**src/inc/irq_ctrl_defines.vh**
```
/*
 * Constants of the vectored interrupt controller: register address, bit
 * positions, reset value, vectors and stack depth.
 * Assumes it is included by bare name from the logic files.
 */
`ifndef IRQ_CTRL_DEFINES_VH
`define IRQ_CTRL_DEFINES_VH

`define IRQ_CTRL_ADDR      8'h0B
`define IRQ_BIT_MASTER     0
`define IRQ_BIT_EXT_EN     1
`define IRQ_BIT_TMR0_EN    2
`define IRQ_BIT_TMR1_EN    3
`define IRQ_BIT_EXT_FLAG   4
`define IRQ_BIT_TMR0_FLAG  5
`define IRQ_BIT_TMR1_FLAG  6
`define IRQ_CTRL_RESET     8'h00
`define IRQ_CTRL_RD_MASK   8'h7F
`define IRQ_VEC_EXT        12'h004
`define IRQ_VEC_TMR0       12'h008
`define IRQ_VEC_TMR1       12'h00C
`define IRQ_STACK_DEPTH    4'h8
`define IRQ_NUM_SRC        3

`endif

```
**src/logic/irq_sync_edge.v**
```verilog
/*
 * Two-flop synchroniser for the active-low external interrupt pin with a
 * falling-edge detector behind it.
 * Assumes the pin is asynchronous to clk_sys; idle level is high.
 */
`timescale 1ns/1ns
`default_nettype none

module irq_sync_edge (
    input wire clk_sys,
    input wire rstn,
    input wire pin_n,
    output reg fall_pulse
);

reg meta_reg;
reg sync_reg;
reg last_reg;

////////////////////////////////////////////////////////////////////////////
// reset to idle-high so release does not fake an edge
always @(posedge clk_sys or negedge rstn) begin
    if (!rstn) begin
        meta_reg <= 1'b1;
        sync_reg <= 1'b1;
        last_reg <= 1'b1;
        fall_pulse <= 1'b0;
    end else begin
        meta_reg <= pin_n;
        sync_reg <= meta_reg;
        last_reg <= sync_reg;
        fall_pulse <= last_reg & ~sync_reg;
    end
end

endmodule

`default_nettype wire

```
**src/logic/irq_priority_pick.v**
```verilog
/*
 * Fixed-priority picker: external first, timer 0 second, timer 1 third.
 * Assumes ready bits are already gated by enables and stack room.
 */
`timescale 1ns/1ns
`default_nettype none

`include "irq_ctrl_defines.vh"

module irq_priority_pick (
    input wire [2:0] ready,
    output reg [2:0] grant,
    output reg [11:0] vector
);

always @* begin
    grant = 3'h0;
    vector = 12'h000;
    if (ready[0]) begin
        grant = 3'h1;
        vector = `IRQ_VEC_EXT;
    end else if (ready[1]) begin
        grant = 3'h2;
        vector = `IRQ_VEC_TMR0;
    end else if (ready[2]) begin
        grant = 3'h4;
        vector = `IRQ_VEC_TMR1;
    end
end

endmodule

`default_nettype wire

```
**src/logic/vectored_irq_controller.v**
```verilog
/*
 * Vectored interrupt controller of a small 8-bit core: control register,
 * request latching, enables, stack-full check, priority and call vector.
 * Assumes the sequencer reports call/return and takes the vector on
 * irq_ack; the control register sits on the core's data-memory port.
 */
// Summary of operation
// - falling external pin sets flag bit 4
// - external serviced: call 04H, clear flag, master
// - timer 0 overflow sets flag bit 5
// - timer 0 serviced: call 08H, clear flag, master
// - timer 1 overflow sets flag bit 6
// - timer 1 serviced: call 0CH, clear flag, master
// - with master off, flags latch, no acknowledge
// - ack held until return or re-enable
// - stack full withholds ack until pop
// - only program counter pushed on acknowledge
// - interrupt return sets master; plain return not
// - requests latched every clock, serviced on phase pulses
// - priority: external, timer 0, timer 1
// - control register at 0BH holds all enables
// - flags stay set until serviced or cleared
// - any source wakes the halted core
// - bit 0 master, bit 1 external enable
// - bits 2,3 timer enables; bit 7 zero
`timescale 1ns/1ns
`default_nettype none

`include "irq_ctrl_defines.vh"

module vectored_irq_controller (
    input wire clk_sys,
    input wire rstn,
    input wire phase_two_pulse,
    input wire ext_irq_n,
    input wire tmr0_overflow,
    input wire tmr1_overflow,
    input wire [7:0] mem_addr,
    input wire mem_wr,
    input wire [7:0] mem_wdata,
    output reg [7:0] mem_rdata,
    input wire call_exec,
    input wire ret_exec,
    input wire return_from_irq,
    input wire halted,
    output reg irq_ack,
    output reg [11:0] irq_vector,
    output reg push_pc,
    output reg wake_up,
    output reg [3:0] stack_index,
    output reg stack_full
);

////////////////////////////////////////////////////////////////////////////
// register fields
reg master_irq_enable;
reg ext_irq_enable;
reg tmr0_irq_enable;
reg tmr1_irq_enable;
reg [2:0] flag_reg;
reg [2:0] flag_next;
reg master_next;
reg [3:0] stack_next;

wire ext_fall;
wire [2:0] hw_set;
wire [2:0] src_enable;
wire [2:0] ready;
wire [2:0] grant;
wire [11:0] vector_pick;
wire ctrl_sel;
wire ctrl_wr;
wire room;
wire take;
wire [7:0] ctrl_view;

wire ext_irq_flag;
wire tmr0_irq_flag;
wire tmr1_irq_flag;

assign ext_irq_flag = flag_reg[0];
assign tmr0_irq_flag = flag_reg[1];
assign tmr1_irq_flag = flag_reg[2];

////////////////////////////////////////////////////////////////////////////
// external pin: synchronised then edge detected
irq_sync_edge u_ext_edge (
    .clk_sys(clk_sys),
    .rstn(rstn),
    .pin_n(ext_irq_n),
    .fall_pulse(ext_fall)
);

assign hw_set = {tmr1_overflow, tmr0_overflow, ext_fall};
assign src_enable = {tmr1_irq_enable, tmr0_irq_enable, ext_irq_enable};

assign ctrl_sel = (mem_addr == `IRQ_CTRL_ADDR);
assign ctrl_wr = ctrl_sel & mem_wr;
assign room = (stack_index != `IRQ_STACK_DEPTH);

// flags are only acted on at a phase pulse, so a request between two pulses
// is serviced at the later one
assign ready = flag_reg & src_enable & {3{master_irq_enable & room}};

irq_priority_pick u_pick (
    .ready(ready),
    .grant(grant),
    .vector(vector_pick)
);

// no acknowledge while the sequencer itself pushes or pops this cycle;
// an interrupt return pops too, so a push then would lose that pop
assign take = phase_two_pulse & (|ready) & ~call_exec & ~ret_exec
    & ~return_from_irq;

assign ctrl_view = {1'b0, flag_reg, tmr1_irq_enable, tmr0_irq_enable,
    ext_irq_enable, master_irq_enable} & `IRQ_CTRL_RD_MASK;

////////////////////////////////////////////////////////////////////////////
// flag next state: hardware set wins over software or service clear
genvar gi;
generate
    for (gi = 0; gi < `IRQ_NUM_SRC; gi = gi + 1) begin : g_flag
        always @* begin
            flag_next[gi] = flag_reg[gi];
            if (ctrl_wr) begin
                flag_next[gi] = mem_wdata[`IRQ_BIT_EXT_FLAG + gi];
            end
            if (take & grant[gi]) begin
                flag_next[gi] = 1'b0;
            end
            if (hw_set[gi]) begin
                flag_next[gi] = 1'b1;
            end
        end
    end
endgenerate

////////////////////////////////////////////////////////////////////////////
// master enable and stack depth
always @* begin
    master_next = master_irq_enable;
    if (ctrl_wr) begin
        master_next = mem_wdata[`IRQ_BIT_MASTER];
    end
    if (return_from_irq) begin
        master_next = 1'b1;
    end
    if (take) begin
        master_next = 1'b0;
    end
end

// a call on a full stack wraps in the core; the depth count saturates
always @* begin
    stack_next = stack_index;
    if (take | call_exec) begin
        if (room) begin
            stack_next = stack_index + 4'h1;
        end
    end else if (ret_exec | return_from_irq) begin
        if (stack_index != 4'h0) begin
            stack_next = stack_index - 4'h1;
        end
    end
end

////////////////////////////////////////////////////////////////////////////
// state registers
always @(posedge clk_sys or negedge rstn) begin
    if (!rstn) begin
        master_irq_enable <= 1'b0;
        ext_irq_enable <= 1'b0;
        tmr0_irq_enable <= 1'b0;
        tmr1_irq_enable <= 1'b0;
        flag_reg <= 3'h0;
        stack_index <= 4'h0;
    end else begin
        master_irq_enable <= master_next;
        flag_reg <= flag_next;
        stack_index <= stack_next;
        if (ctrl_wr) begin
            ext_irq_enable <= mem_wdata[`IRQ_BIT_EXT_EN];
            tmr0_irq_enable <= mem_wdata[`IRQ_BIT_TMR0_EN];
            tmr1_irq_enable <= mem_wdata[`IRQ_BIT_TMR1_EN];
        end
    end
end

////////////////////////////////////////////////////////////////////////////
// registered outputs
always @(posedge clk_sys or negedge rstn) begin
    if (!rstn) begin
        irq_ack <= 1'b0;
        irq_vector <= 12'h000;
        push_pc <= 1'b0;
        wake_up <= 1'b0;
        stack_full <= 1'b0;
        mem_rdata <= 8'h00;
    end else begin
        irq_ack <= take;
        push_pc <= take;
        if (take) begin
            irq_vector <= vector_pick;
        end
        // any set flag wakes the core, whatever the enables
        wake_up <= halted & ((|flag_reg) | (|hw_set));
        stack_full <= (stack_next == `IRQ_STACK_DEPTH);
        mem_rdata <= ctrl_sel ? ctrl_view : 8'h00;
    end
end

endmodule

`default_nettype wire

```
**config.mk**
```make
export PLATFORM = sky130hd
export DESIGN_NAME = vectored_irq_controller
export DESIGN_NICKNAME = d
export VERILOG_FILES = /design/src/logic/irq_sync_edge.v /design/src/logic/irq_priority_pick.v /design/src/logic/vectored_irq_controller.v
export VERILOG_INCLUDE_DIRS = /design/src /design/src/inc
export SDC_FILE = /design/constraint.sdc
export NUM_CORES = 1
export LEC_CHECK = 0
export BUFFER_PORTS_ARGS = -buffer_cell sky130_fd_sc_hd__buf_2
export CAP_MARGIN = 20
export CORE_UTILIZATION = 30
export CTS_CLUSTER_DIAMETER = 40
export DETAILED_ROUTE_END_ITERATION = 10
export PLACE_DENSITY = 0.59
export SLEW_MARGIN = 15
export SYNTH_ARGS = -nofsm -noshare
export SYNTH_HDL_FRONTEND = slang
export SYNTH_HIERARCHICAL = 1
export SYNTH_SLANG_ARGS = --single-unit
```
**constraint.sdc**
```tcl
create_clock -name clk_sys -period 2.4 [get_ports clk_sys]
set_clock_uncertainty 0.1 [all_clocks]
set_input_delay 0.36 -clock clk_sys [delete_from_list [all_inputs] [get_ports clk_sys]]
set_output_delay 0.36 -clock clk_sys [all_outputs]
set_load 0.005 [all_outputs]
```
==> impl_results.md, run 1 <==
* Status: complete, no violations
* Post-route ant nets at 0
* CP required at ~2500 ps
* Number of port buffers at 52
* Clock Root Buffer: clkbuf_8
* FMAX at between 400 and 500 MHz
* PnR Total Power at 0.001920 W
* Period utilization at between 90 and 100%
* Reg power frac at between 30% and 40%
* Peak VDD IR at between 0.0004 and 0.0005 V
* Worst skew pair latency at between 200 and 300 ps
* Clock period minus worst slack at between 2000 and 2500 ps
* Hold path endpoint: u_ext_edge/meta_reg
* Clock Pin Slew Worst Setup and Hold Paths at around 70 ps
* Core Area at approximately 6000 um^2
* Switch Pwr at slightly below 0.0006 W
* #FFs+latches synth at 37
* Synth Instances at approximately 160
* First-pass GRT wire length at 6.444 mm
* Hold Slack at roughly 68 ps
* Post-Route WL at 3.899 mm
* Largest net degree at the start of global routing at 22
* Switching part of the total at between 30% and 40%
* Max reg flops at 12
* Total global routing overflow at 0
* Placer Congestion at between 0.8 and 0.9
* Synth unique cells at just over 50
* Int Pwr at about 0.0013 W
* Sequential area share after synthesis at between 40% and 50%
* RSZ-0062 raised after global routing: false
* Power share of the clock group at approximately 29%
* ANT cells at 0
* Initial antenna violation count at 0
* Combinational Power Share at between 30% and 40%
* R2r setup slk at about 140 ps
* Worst Setup End Kind: register
* Critical Path AT at about 2400 ps
* TNS Setup at 0 ps
* WS Path Type: register to register
* Non-Filler Instances at around 300
* Routed wire per std cell at ~13 um
* Ys flop type: dfrtp_1
* Die X at between 80 and 90 um
* Power per Cell Area at approximately 800 nW/um^2
* Crit path max fanout at 4
* Max-slew violations at 0
* Worst hold start: ext_irq_n
* R2R cell count at 7
* Starting density of the core at between 30% and 40%
* DIE AREA at between 6000 and 7000 um^2
* Final setup fails at 0
* GRT Total Usage at 13.22%
* Synthesis-to-layout area growth at 25.44%
* Nets at about 250
* R2R Path End: stack_full
* Vias at roughly 1400
* CTS tree: yes
* Share of cells above drive strength 1 at about two fifths
* Clock sink count at 37
* DRT Pass-1 Iters at 4
* Post-cts sizing count at 0
* Worst setup SP type: register
* Async S/R FF share, synth at between 90% and 100%
* Reg-to-Reg Start: stack_index[0]
* MaxCap Viol Count at 0
* Die Span Y at 81.65 um
* Post-CTS setup buffers at 0
* Syn_area_per_cell at 11.60 um^2
* Worst Setup SP: stack_index[0]
* Max clock buf depth at 2
* Post-synth EDFFs at 0
* Top Ports at between 50 and 60
* Worst min path class: input port to register
* Number of synthesis warnings at 6
* Most common cell after layout, fill and taps aside: buf_2
* Mapped cell area at 1903 um^2
* Via count of the first global-routing pass at between 1000 and 1500
* Most flop-heavy register: irq_vector
* Biggest regs: irq_vector (12), mem_rdata (7), stack_index (4)
* Hold Path Depth at 1
* Leak Pwr at 1.193 nW
* Avg Vias per Cell at about 4.6
* Hold Vio Cnt, Final at 0
* Total CTS buffers at 5
* DR DRC count at 0
* Post-DP HPWL at just under 3 mm
* Cells after DPL at about 290
* Most frequent cells in the layout: buf_2, dfrtp_1, nand2_1, mux2_1, conb_1
* H-Tree Depth at 2
* Standard-cell rows at 28
* Initial DRC count at between 40 and 50
==> worst max path at each step <==
| stage | to | cells past startpoint |
|---|---|---|
| finish | stack_full | 7 |
| global route | stack_full | 7 |
| CTS | stack_full | 7 |
| detailed placement | stack_full | 7 |
| global placement | stack_full | 7 |
| floorplan | stack_full | 7 |
==> cell type report <==
type | count | area [um^2]
fillers | 633 | 3638
flip-flops and latches | 37 | 930.9
multi-input cells | 114 | 877.1
repair buffers | 62 | 350.3
well taps | 75 | 93.84
clock buffers | 7 | 86.33
clock inverters | 1 | 30.03
inverters | 5 | 18.77
==> metal layers <==
layer  wire length, um  global-route usage (%)
met1              1750                   15.22
met2              1792                   21.92
met3               277                   4.222
met4                79                   6.842
met5                 0                       0
==> logic make-up after synthesis <==
group,count (synthesis),share of synthesized area [%]
AOI/OAI and AO/OA,28,12.49
adders and majority gates,2,1.315
buffers and inverters,22,7.429
DFF,37,48.85
muxes,20,11.77
other,2,0.3946
and+or+nand+nor,53,17.75
==> synth_stat cells, types with 3 or more instances <==
library cell  instances  area share (%)
nand2_1              12             2.4
mux2_2                7             4.1
nand3b_1              3             1.2
buf_4                13             5.1
dfstp_2               3             4.1
a21oi_1               3            0.79
mux2_1               12             7.1
dfrtp_1              34              45
a21o_1                4             1.6
a211oi_1              4             1.6
nor2_1                6             1.2
inv_1                 5            0.99
o21ai_0               3            0.79
nor3_1                3            0.79
and2_1                8             2.6
==> power groups by stage <==
stage / Combinational [W] / Sequential, W / Clock, W
2_1_floorplan: 0.000366 / 0.000783 / 0
3_3_place_gp: 0.000623 / 0.000749 / 0
3_5_place_dp: 0.000631 / 0.000750 / 0
4_1_cts: 0.000634 / 0.000739 / 0.000583
5_1_grt: 0.000709 / 0.000747 / 0.000603
6_report: 0.000629 / 0.000737 / 0.000554
==> worst max-delay path: stages (launching register included) <==
cell	delay, ps
dfrtp_2	350
inv_1	60
ha_1	210
and3b_4	200
o41ai_4	380
o221ai_1	170
a221o_2	400
a2111oi_4	300
==> stage by stage <==
step                setup slack, ps  utilization [%]  cell area [um^2]
floorplan                     30.18                -              1949
global placement              114.0            37.52              2261
detailed placement            95.57            37.52              2261
CTS                           86.62            39.62              2387
global route                  20.47            39.62              2387
finish                        142.2            39.62              2387
==> repair_timing <==
| item | in CTS | in global routing |
|---|---|---|
| hold buffers | 1 | 0 |
| hold endpoints to repair | 15 | 0 |
| setup endpoints to repair | 0 | 1 |
Note: power is estimated with default switching activity, not from simulation.
==> run 2, diff against run 1 <==
--- a/config.mk
+++ b/config.mk
@@ -6,14 +6,14 @@
 export SDC_FILE = /design/constraint.sdc
 export NUM_CORES = 1
 export LEC_CHECK = 0
+export ABC_CLOCK_PERIOD_IN_PS = 2400
 export BUFFER_PORTS_ARGS = -buffer_cell sky130_fd_sc_hd__buf_2
 export CAP_MARGIN = 20
 export CORE_UTILIZATION = 30
 export CTS_CLUSTER_DIAMETER = 40
 export DETAILED_ROUTE_END_ITERATION = 10
-export PLACE_DENSITY = 0.59
+export PLACE_DENSITY = 0.62
 export SLEW_MARGIN = 15
 export SYNTH_ARGS = -nofsm -noshare
 export SYNTH_HDL_FRONTEND = slang
-export SYNTH_HIERARCHICAL = 1
 export SYNTH_SLANG_ARGS = --single-unit
==> run 2 against run 1 <==
Net effect:
- the flow now finishes with violations (negative hold slack)
- core utilization shrank 1.7 points
- synthesized cell count shrank 24%
- largest cell class unchanged
- sequential power shrank 23%
- critical path depth is the same
- routed wire length shrank 31%
- count of clock-buffer cells in the layout shrank 3
- cell area shrank 31%
- register-to-register slack gained 30 ps
- via count shrank 25%
- largest power group unchanged
- critical endpoint unchanged
- area after synthesis shrank 29%
- total power shrank 36%
==> impl_results.md, run 2 <==
* MaxCap Viol Count at 0 (unchanged)
* Clock sink count at 27 (-27%)
* Crit path cell chain: inv_1, ha_1, nand3b_1, and4bb_2, or4_1, nand4_1, nor4b_4
* Peak VDD IR at 0.0002726 V (-42%)
* Largest net degree at the start of global routing at 28 (+27%)
* Ys flop type: dfrtp_1
* Post-DP HPWL at 2.086 mm (-30%)
* CTS tree: yes
* Reg power frac at 45.9% (+7.5 points)
* Fill cells at 451 (-29%)
* Power share of the clock group at 20.5% (-8.3 points)
* Crit path max fanout at 5 (+1)
* CP peak stage delay at 470 ps (+70 ps)
* Worst min path class: input port to async pin
* Cells after DPL at 218 (-25%)
* Post-route ant nets at 0 (unchanged)
* Vias at 1039 (-25%)
* Area taken by multi-input logic gates at 588.1 um^2 (-33%)
* WS Path Type: register to register
* Reg area at 679.4 um^2 (-27%)
* First-pass GRT wire length at 4.533 mm (-30%)
* Count leader, synth: dfrtp_1
* Switch Pwr at 0.0004108 W (-30%)
* Synth unique cells at 43 (-16%)
* Hold buffers post-CTS at 0 (-1)
* Max clock buf depth at 2 (unchanged)
* Failing checks: negative hold slack
* Non-Filler Instances at 224 (-26%)
* Syn_area_per_cell at 10.93 um^2 (-5.8%)
* Total global routing overflow at 0 (unchanged)
* CP required at 2440 ps (-50 ps)
* Share of cells above drive strength 1 at 38.95% (-1.3 points)
* DRT Pass-1 Iters at 4 (unchanged)
* Top Family by Delay on Critical Path: simple AND/OR/NAND/NOR gates
* Leak Pwr at 0.8475 nW (-29%)
* Most frequent cells in the layout: buf_2, dfrtp_1, nand2_1
* Worst setup SP type: register
* Final setup fails at 0 (unchanged)
* Routed wire per std cell at 11.97 um (-7.6%)
* Post-synth EDFFs at 0 (unchanged)
* Synth top area share at 44.32% (-0.39 points)
* Starting density of the core at 31.12% (-0.46 points)
* Clock Root Buffer: clkbuf_8
* Synth top cells by count: dfrtp_1, buf_4, nand2_1
* RSZ-0062 raised after global routing: false
* Critical Path AT at 2260 ps (-90 ps)
* Number of synthesis warnings at 0 (-6)
* Placed Area at 1592 um^2 (-30%)
* GRT Total Usage at 11.59% (-1.6 points)
* FMAX at 449.4 MHz (+1.5%)
* Standard-cell rows at 24 (-14%)
* Leading area contributor after synthesis: dfrtp_1
* Post-Route WL at 2.681 mm (-31%)
* Worst Setup End Kind: register
* Die X at 69.21 um (-15%)
* Switching part of the total at 33.34% (+2.7 points)
* Initial DRC count at 29 (-40%)
* Power per Cell Area at 746.1 nW/um^2 (-7.3%)
* H-Tree Depth at 1 (-1)
* Sequential area share after synthesis at 50.14% (+1.3 points)
* Critical path's slowest cell: or4_1
* Max-slew violations at 0 (unchanged)
* Period utilization at 92.72% (-1.4 points)
* TNS Setup at 0 ps (unchanged)
* Async S/R FF share, synth at 100.0% (unchanged)
* Placer Congestion at 0.7803 (-8.7%)
* Die Span Y at 69.21 um (-15%)
* Utilization after layout at 37.93% (-1.7 points)
* Status: finished, violations left
* Total CTS buffers at 3 (-2)
* Mapped cell area at 1355 um^2 (-29%)
* Nets at 202 (-20%)
* #FFs+latches synth at 27 (-27%)
* Worst skew pair latency at 260 ps (-30 ps)
* Synthesis-to-layout area growth at 21.88%
* Clock period minus worst slack at 2225 ps (-32.50 ps)
* Worst-margin pin slew at 593.4 ps
* Int Pwr at 0.0008214 W (-38%)
* Core Area at 4354 um^2 (-28%)
* DR DRC count at 0 (unchanged)
* Synth Instances at 124 (-24%)
* Avg Vias per Cell at 4.638 (+1.3%)
* ANT cells at 0 (unchanged)
* Hold Vio Cnt, Final at 24 (+24)
* Final instance area at 1652 um^2 (-31%)
* Max transition margin at ~60%
* Most common cell after layout, fill and taps aside: buf_2
* Hold Slack at -11.65 ps (-80.08 ps)
* Clock Pin Slew Worst Setup and Hold Paths at 90 ps (+20 ps)
* Via count of the first global-routing pass at 1006 (-30%)
* Number of port buffers at 42 (-19%)
* Top Ports at 55 (unchanged)
* Initial antenna violation count at 0 (unchanged)
* DIE AREA at 4789 um^2 (-28%)
* Combinational Power Share at 33.6% (+0.8 points)
* Buf+Inv Stages, Crit Path at 1 (unchanged)
* Largest cells by area after synthesis: dfrtp_1, buf_4, dfstp_2
* Max reg flops at 7 (-5)
==> run 2: changes by cell type in the layout (fill, tap and decap cells not counted), sizes merged, moves of 4 or more <==
| cell | before | now |
|---|---|---|
| mux2 | 19 | 3 |
| buf | 61 | 49 |
| dfrtp | 34 | 24 |
| a211oi | 4 | 0 |
==> run 2: per-stage QoR <==
step / worst slack [ps] / power [W] / hold slack [ps]
2_1_floorplan: 275.3 / 0.0008592 / -35.59
3_3_place_gp: 146.0 / 0.0009809 / 246.2
3_5_place_dp: 131.0 / 0.0009934 / 247.6
4_1_cts: 125.7 / 0.001252 / 14.68
5_1_grt: 12.58 / 0.001335 / 23.28
6_report: 174.7 / 0.001232 / -11.65
==> run 2: metal layers <==
| metal | vias to the layer above | GRT usage, % | wire length, um |
|---|---|---|---|
| li1 | 511 | - | - |
| met1 | 490 | 14.45 | 1174 |
| met2 | 34 | 19.53 | 1300 |
| met3 | 4 | 3.634 | 184 |
| met4 | 0 | 2.721 | 21 |
| met5 | - | 0 | 0 |
==> run 2: final timing paths <==
| kind | startpoint | end | depth (start not counted) | slack [ps] |
|---|---|---|---|---|
| setup / recovery | stack_index[0] | stack_full | 7 | 170 |
| hold / removal | rstn | mem_rdata[0] | 1 | -10 |
| setup reg to reg | stack_index[0] | stack_full | 7 | 170 |
| hold reg to reg | u_ext_edge.meta_reg | u_ext_edge.sync_reg | 0 | 260 |
| max in group asynchronous | rstn | wake_up | 1 | 1820 |
| min in group clk_sys | ext_irq_n | u_ext_edge.meta_reg | 1 | 90 |
==> run 2: logic make-up after synthesis <==
group | synth area share, %
muxes | 5.448
and+or+nand+nor | 21.33
DFF | 50.14
xor gates and xnor gates | 0.6465
buffers and inverters | 9.233
adders and majority gates | 1.846
AOI/OAI and AO/OA | 11.08
other | 0.2767
==> run 2: power by group through the flow <==
stage | Clock, W | Sequential (W) | Combinational (W)
2_1_floorplan | 0 | 0.000574 | 0.000285
3_3_place_gp | 0 | 0.000576 | 0.000405
3_5_place_dp | 0 | 0.000575 | 0.000418
4_1_cts | 0.000263 | 0.000567 | 0.000422
5_1_grt | 0.000289 | 0.000578 | 0.000469
6_report | 0.000253 | 0.000565 | 0.000414
==> run 2: repair_timing <==
action / in CTS / in global routing
setup endpoints to repair: 0 / 1
buffers inserted: 0 / 2
resized for setup: 0 / 1
==> run 2: cell type report <==
type                    count  area share [%]
repair buffers             49           15.91
inverters                   3          0.6818
clock buffers               4           2.727
well taps                  52           3.939
flip-flops and latches     27           41.14
multi-input cells          89           35.61
==> run 2: worst register-to-register path, cell delays in order, from the launching register on <==
cell and delay, ps:
dfrtp_1 430, inv_1 110, ha_1 250, nand3b_1 170
and4bb_2 320, or4_1 470, nand4_1 180, nor4b_4 60
==> run 3, diff against run 2 <==
--- a/config.mk
+++ b/config.mk
@@ -12,6 +12,7 @@
 export CORE_UTILIZATION = 30
 export CTS_CLUSTER_DIAMETER = 40
 export DETAILED_ROUTE_END_ITERATION = 10
+export HOLD_SLACK_MARGIN = 0.06
 export PLACE_DENSITY = 0.62
 export SLEW_MARGIN = 15
 export SYNTH_ARGS = -nofsm -noshare
==> run 3 against run 2 <==
Net effect:
- the run now ends clean
- sequential power barely moved
- core utilization rose by 0.23 points
- via count rose by 0.38%
- maximum frequency did not move
- cell count rose by 0.45%
- sequential share of layout area fell by 0.25 points
- clock power barely moved
- combinational power barely moved
- first-iteration DRC count did not move
==> impl_results.md, run 3 (synthesis gave the netlist of run 2 again) <==
* Standard-cell rows at 24 (unchanged)
* CTS tree: yes
* CP required at 2440 ps (about the same)
* Status: complete, no violations
* Max-slew violations at 0 (unchanged)
* Total global routing overflow at 0 (unchanged)
* RSZ-0062 raised after global routing: false
* ANT cells at 0 (unchanged)
* Synthesis-to-layout area growth at 22.62%
* Int Pwr at 0.0008225 W (+0.13%)
* Core Area at 4354 um^2 (unchanged)
* Critical Path AT at 2260 ps (about the same)
* Setup WS post-layout at 174.7 ps (unchanged)
* Hold path endpoint: u_ext_edge.meta_reg
* Period utilization at 92.72% (unchanged)
* Power share of the clock group at 20.5% (about the same)
* GR Util met3 at 3.634% (unchanged)
* Worst setup SP type: register
* Number of port buffers at 42 (unchanged)
* Clock Root Buffer: clkbuf_8
* Initial antenna violation count at 0 (unchanged)
* Worst-margin pin slew at 595.0 ps (+1.666 ps)
* Die X at 69.21 um (unchanged)
* Post-route ant nets at 0 (unchanged)
* Worst skew pair latency at 260 ps (about the same)
* Place WS at 131.0 ps (unchanged)
* Clock period minus worst slack at 2225 ps (unchanged)
* Reg-to-Reg Start: stack_index[0]
* Post-DP HPWL at 2.086 mm (unchanged)
* Reg power frac at 45.8% (about the same)
* Routed wire per std cell at 11.97 um (about the same)
* Post-Route WL at 2.693 mm (+0.45%)
* Via count of the first global-routing pass at 1018 (+1.2%)
* R2r setup slk at 170 ps (about the same)
* DRT Pass-1 Iters at 4 (unchanged)
* DR DRC count at 0 (unchanged)
* Switching part of the total at 33.32% (about the same)
* First-pass GRT wire length at 4.560 mm (+0.60%)
* Fill cells at 450 (-0.22%)
* R2R cell count at 7 (unchanged)
* Vias at 1043 (+0.38%)
* Clock sink count at 27 (unchanged)
* WS Path Type: register to register
* Worst hold start: ext_irq_n
* Top Ports at 55 (unchanged)
* Worst min path class: input port to register
* Starting density of the core at 31.12% (unchanged)
* Utilization after layout at 38.16% (+0.23 points)
* Switch Pwr at 0.0004110 W (about the same)
* Initial DRC count at 29 (unchanged)
* TNS Setup at 0 ps (unchanged)
* Avg Vias per Cell at 4.636 (about the same)
* Worst Setup End Kind: register
* Combinational Power Share at 33.7% (about the same)
* Max clock buf depth at 2 (unchanged)
* Busiest grt layer: met2
* Max reg flops at 7 (unchanged)
* Crit path max fanout at 5 (unchanged)
* FMAX at 449.4 MHz (unchanged)
* Placer Congestion at 0.7803 (unchanged)
* Nets at 203 (+0.50%)
* Placed Area at 1592 um^2 (unchanged)
* Most frequent cells in the layout: buf_2, dfrtp_1, nand2_1
* PnR Total Power at 0.001233 W (+0.10%)
* Hold Path Depth at 1
* Power per Cell Area at 742.3 nW/um^2 (-0.50%)
* Largest net degree at the start of global routing at 28 (unchanged)
* Met1 usage at 14.45% (unchanged)
* GRT Total Usage at 11.65% (+0.062 points)
* Met2 Usage GRT at 19.74% (+0.22 points)
* Clock Pin Slew Worst Setup and Hold Paths at 90 ps (about the same)
* Most common cell after layout, fill and taps aside: buf_2
* Final instance area at 1662 um^2 (+0.61%)
* H-Tree Depth at 1 (unchanged)
* Final setup fails at 0 (unchanged)
* Total CTS buffers at 3 (unchanged)
* Share of cells above drive strength 1 at 38.73% (-0.23 points)
* DIE AREA at 4789 um^2 (unchanged)
* Die Span Y at 69.21 um (unchanged)
* Peak VDD IR at 0.0002726 V (about the same)
* Max transition margin at 60.33% (-0.11 points)
* MaxCap Viol Count at 0 (unchanged)
* Hold Vio Cnt, Final at 0 (-100%)
* Leak Pwr at 0.8517 nW (+0.49%)
* R2R Path End: stack_full
-- run 3: power by group through the flow --
stage	clock network (W)	logic, W	registers, W
finish	0.000253	0.000415	0.000565
global route	0.000289	0.000470	0.000578
CTS	0.000263	0.000423	0.000567
detailed placement	0	0.000418	0.000575
global placement	0	0.000405	0.000576
floorplan	0	0.000285	0.000574
-- run 3: repair_timing --
action	CTS	global route
setup endpoints to repair	0	1
gates resized for setup	0	1
endpoints found under the hold margin	24	0
hold buffers	1	0
setup buffers	0	2
-- run 3: worst max path at each step --
stage	startpoint	end	slack, ps
floorplan	stack_index[0]	stack_full	280
global placement	call_exec	stack_full	150
detailed placement	stack_index[0]	stack_full	130
CTS	stack_index[0]	stack_full	130
global route	stack_index[0]	stack_full	10
finish	stack_index[0]	stack_full	170
-- run 3: critical path, cell delays in order, from the launching register on --
cell and delay, ps:
dfrtp_1 430, inv_1 110, ha_1 250, nand3b_1 170, and4bb_2 320, or4_1 470
nand4_1 180, nor4b_4 60
-- run 3: layout make-up --
| class | instances | area, um^2 | area share, % |
|---|---|---|---|
| sequential | 27 | 679.4 | 40.89 |
| multi-input combinational | 89 | 588.1 | 35.39 |
| timing repair buffer | 50 | 272.8 | 16.42 |
| tap | 52 | 65.06 | 3.916 |
| clock buffer | 4 | 45.04 | 2.711 |
| inverter | 3 | 11.26 | 0.6777 |
-- run 3: layer usage --
| layer | up-vias | wire (um) |
|---|---|---|
| li1 | 513 | - |
| met1 | 492 | 1179 |
| met2 | 34 | 1309 |
| met3 | 4 | 181 |
| met4 | 0 | 21 |
| met5 | - | 0 |
-- run 3: per-stage QoR --
stage	hold slack, ps	instances
after floorplan	-35.59	134
after global placement	246.2	218
after detailed placement	247.6	218
after CTS	82.26	223
after global routing	70.10	225
final	86.60	225
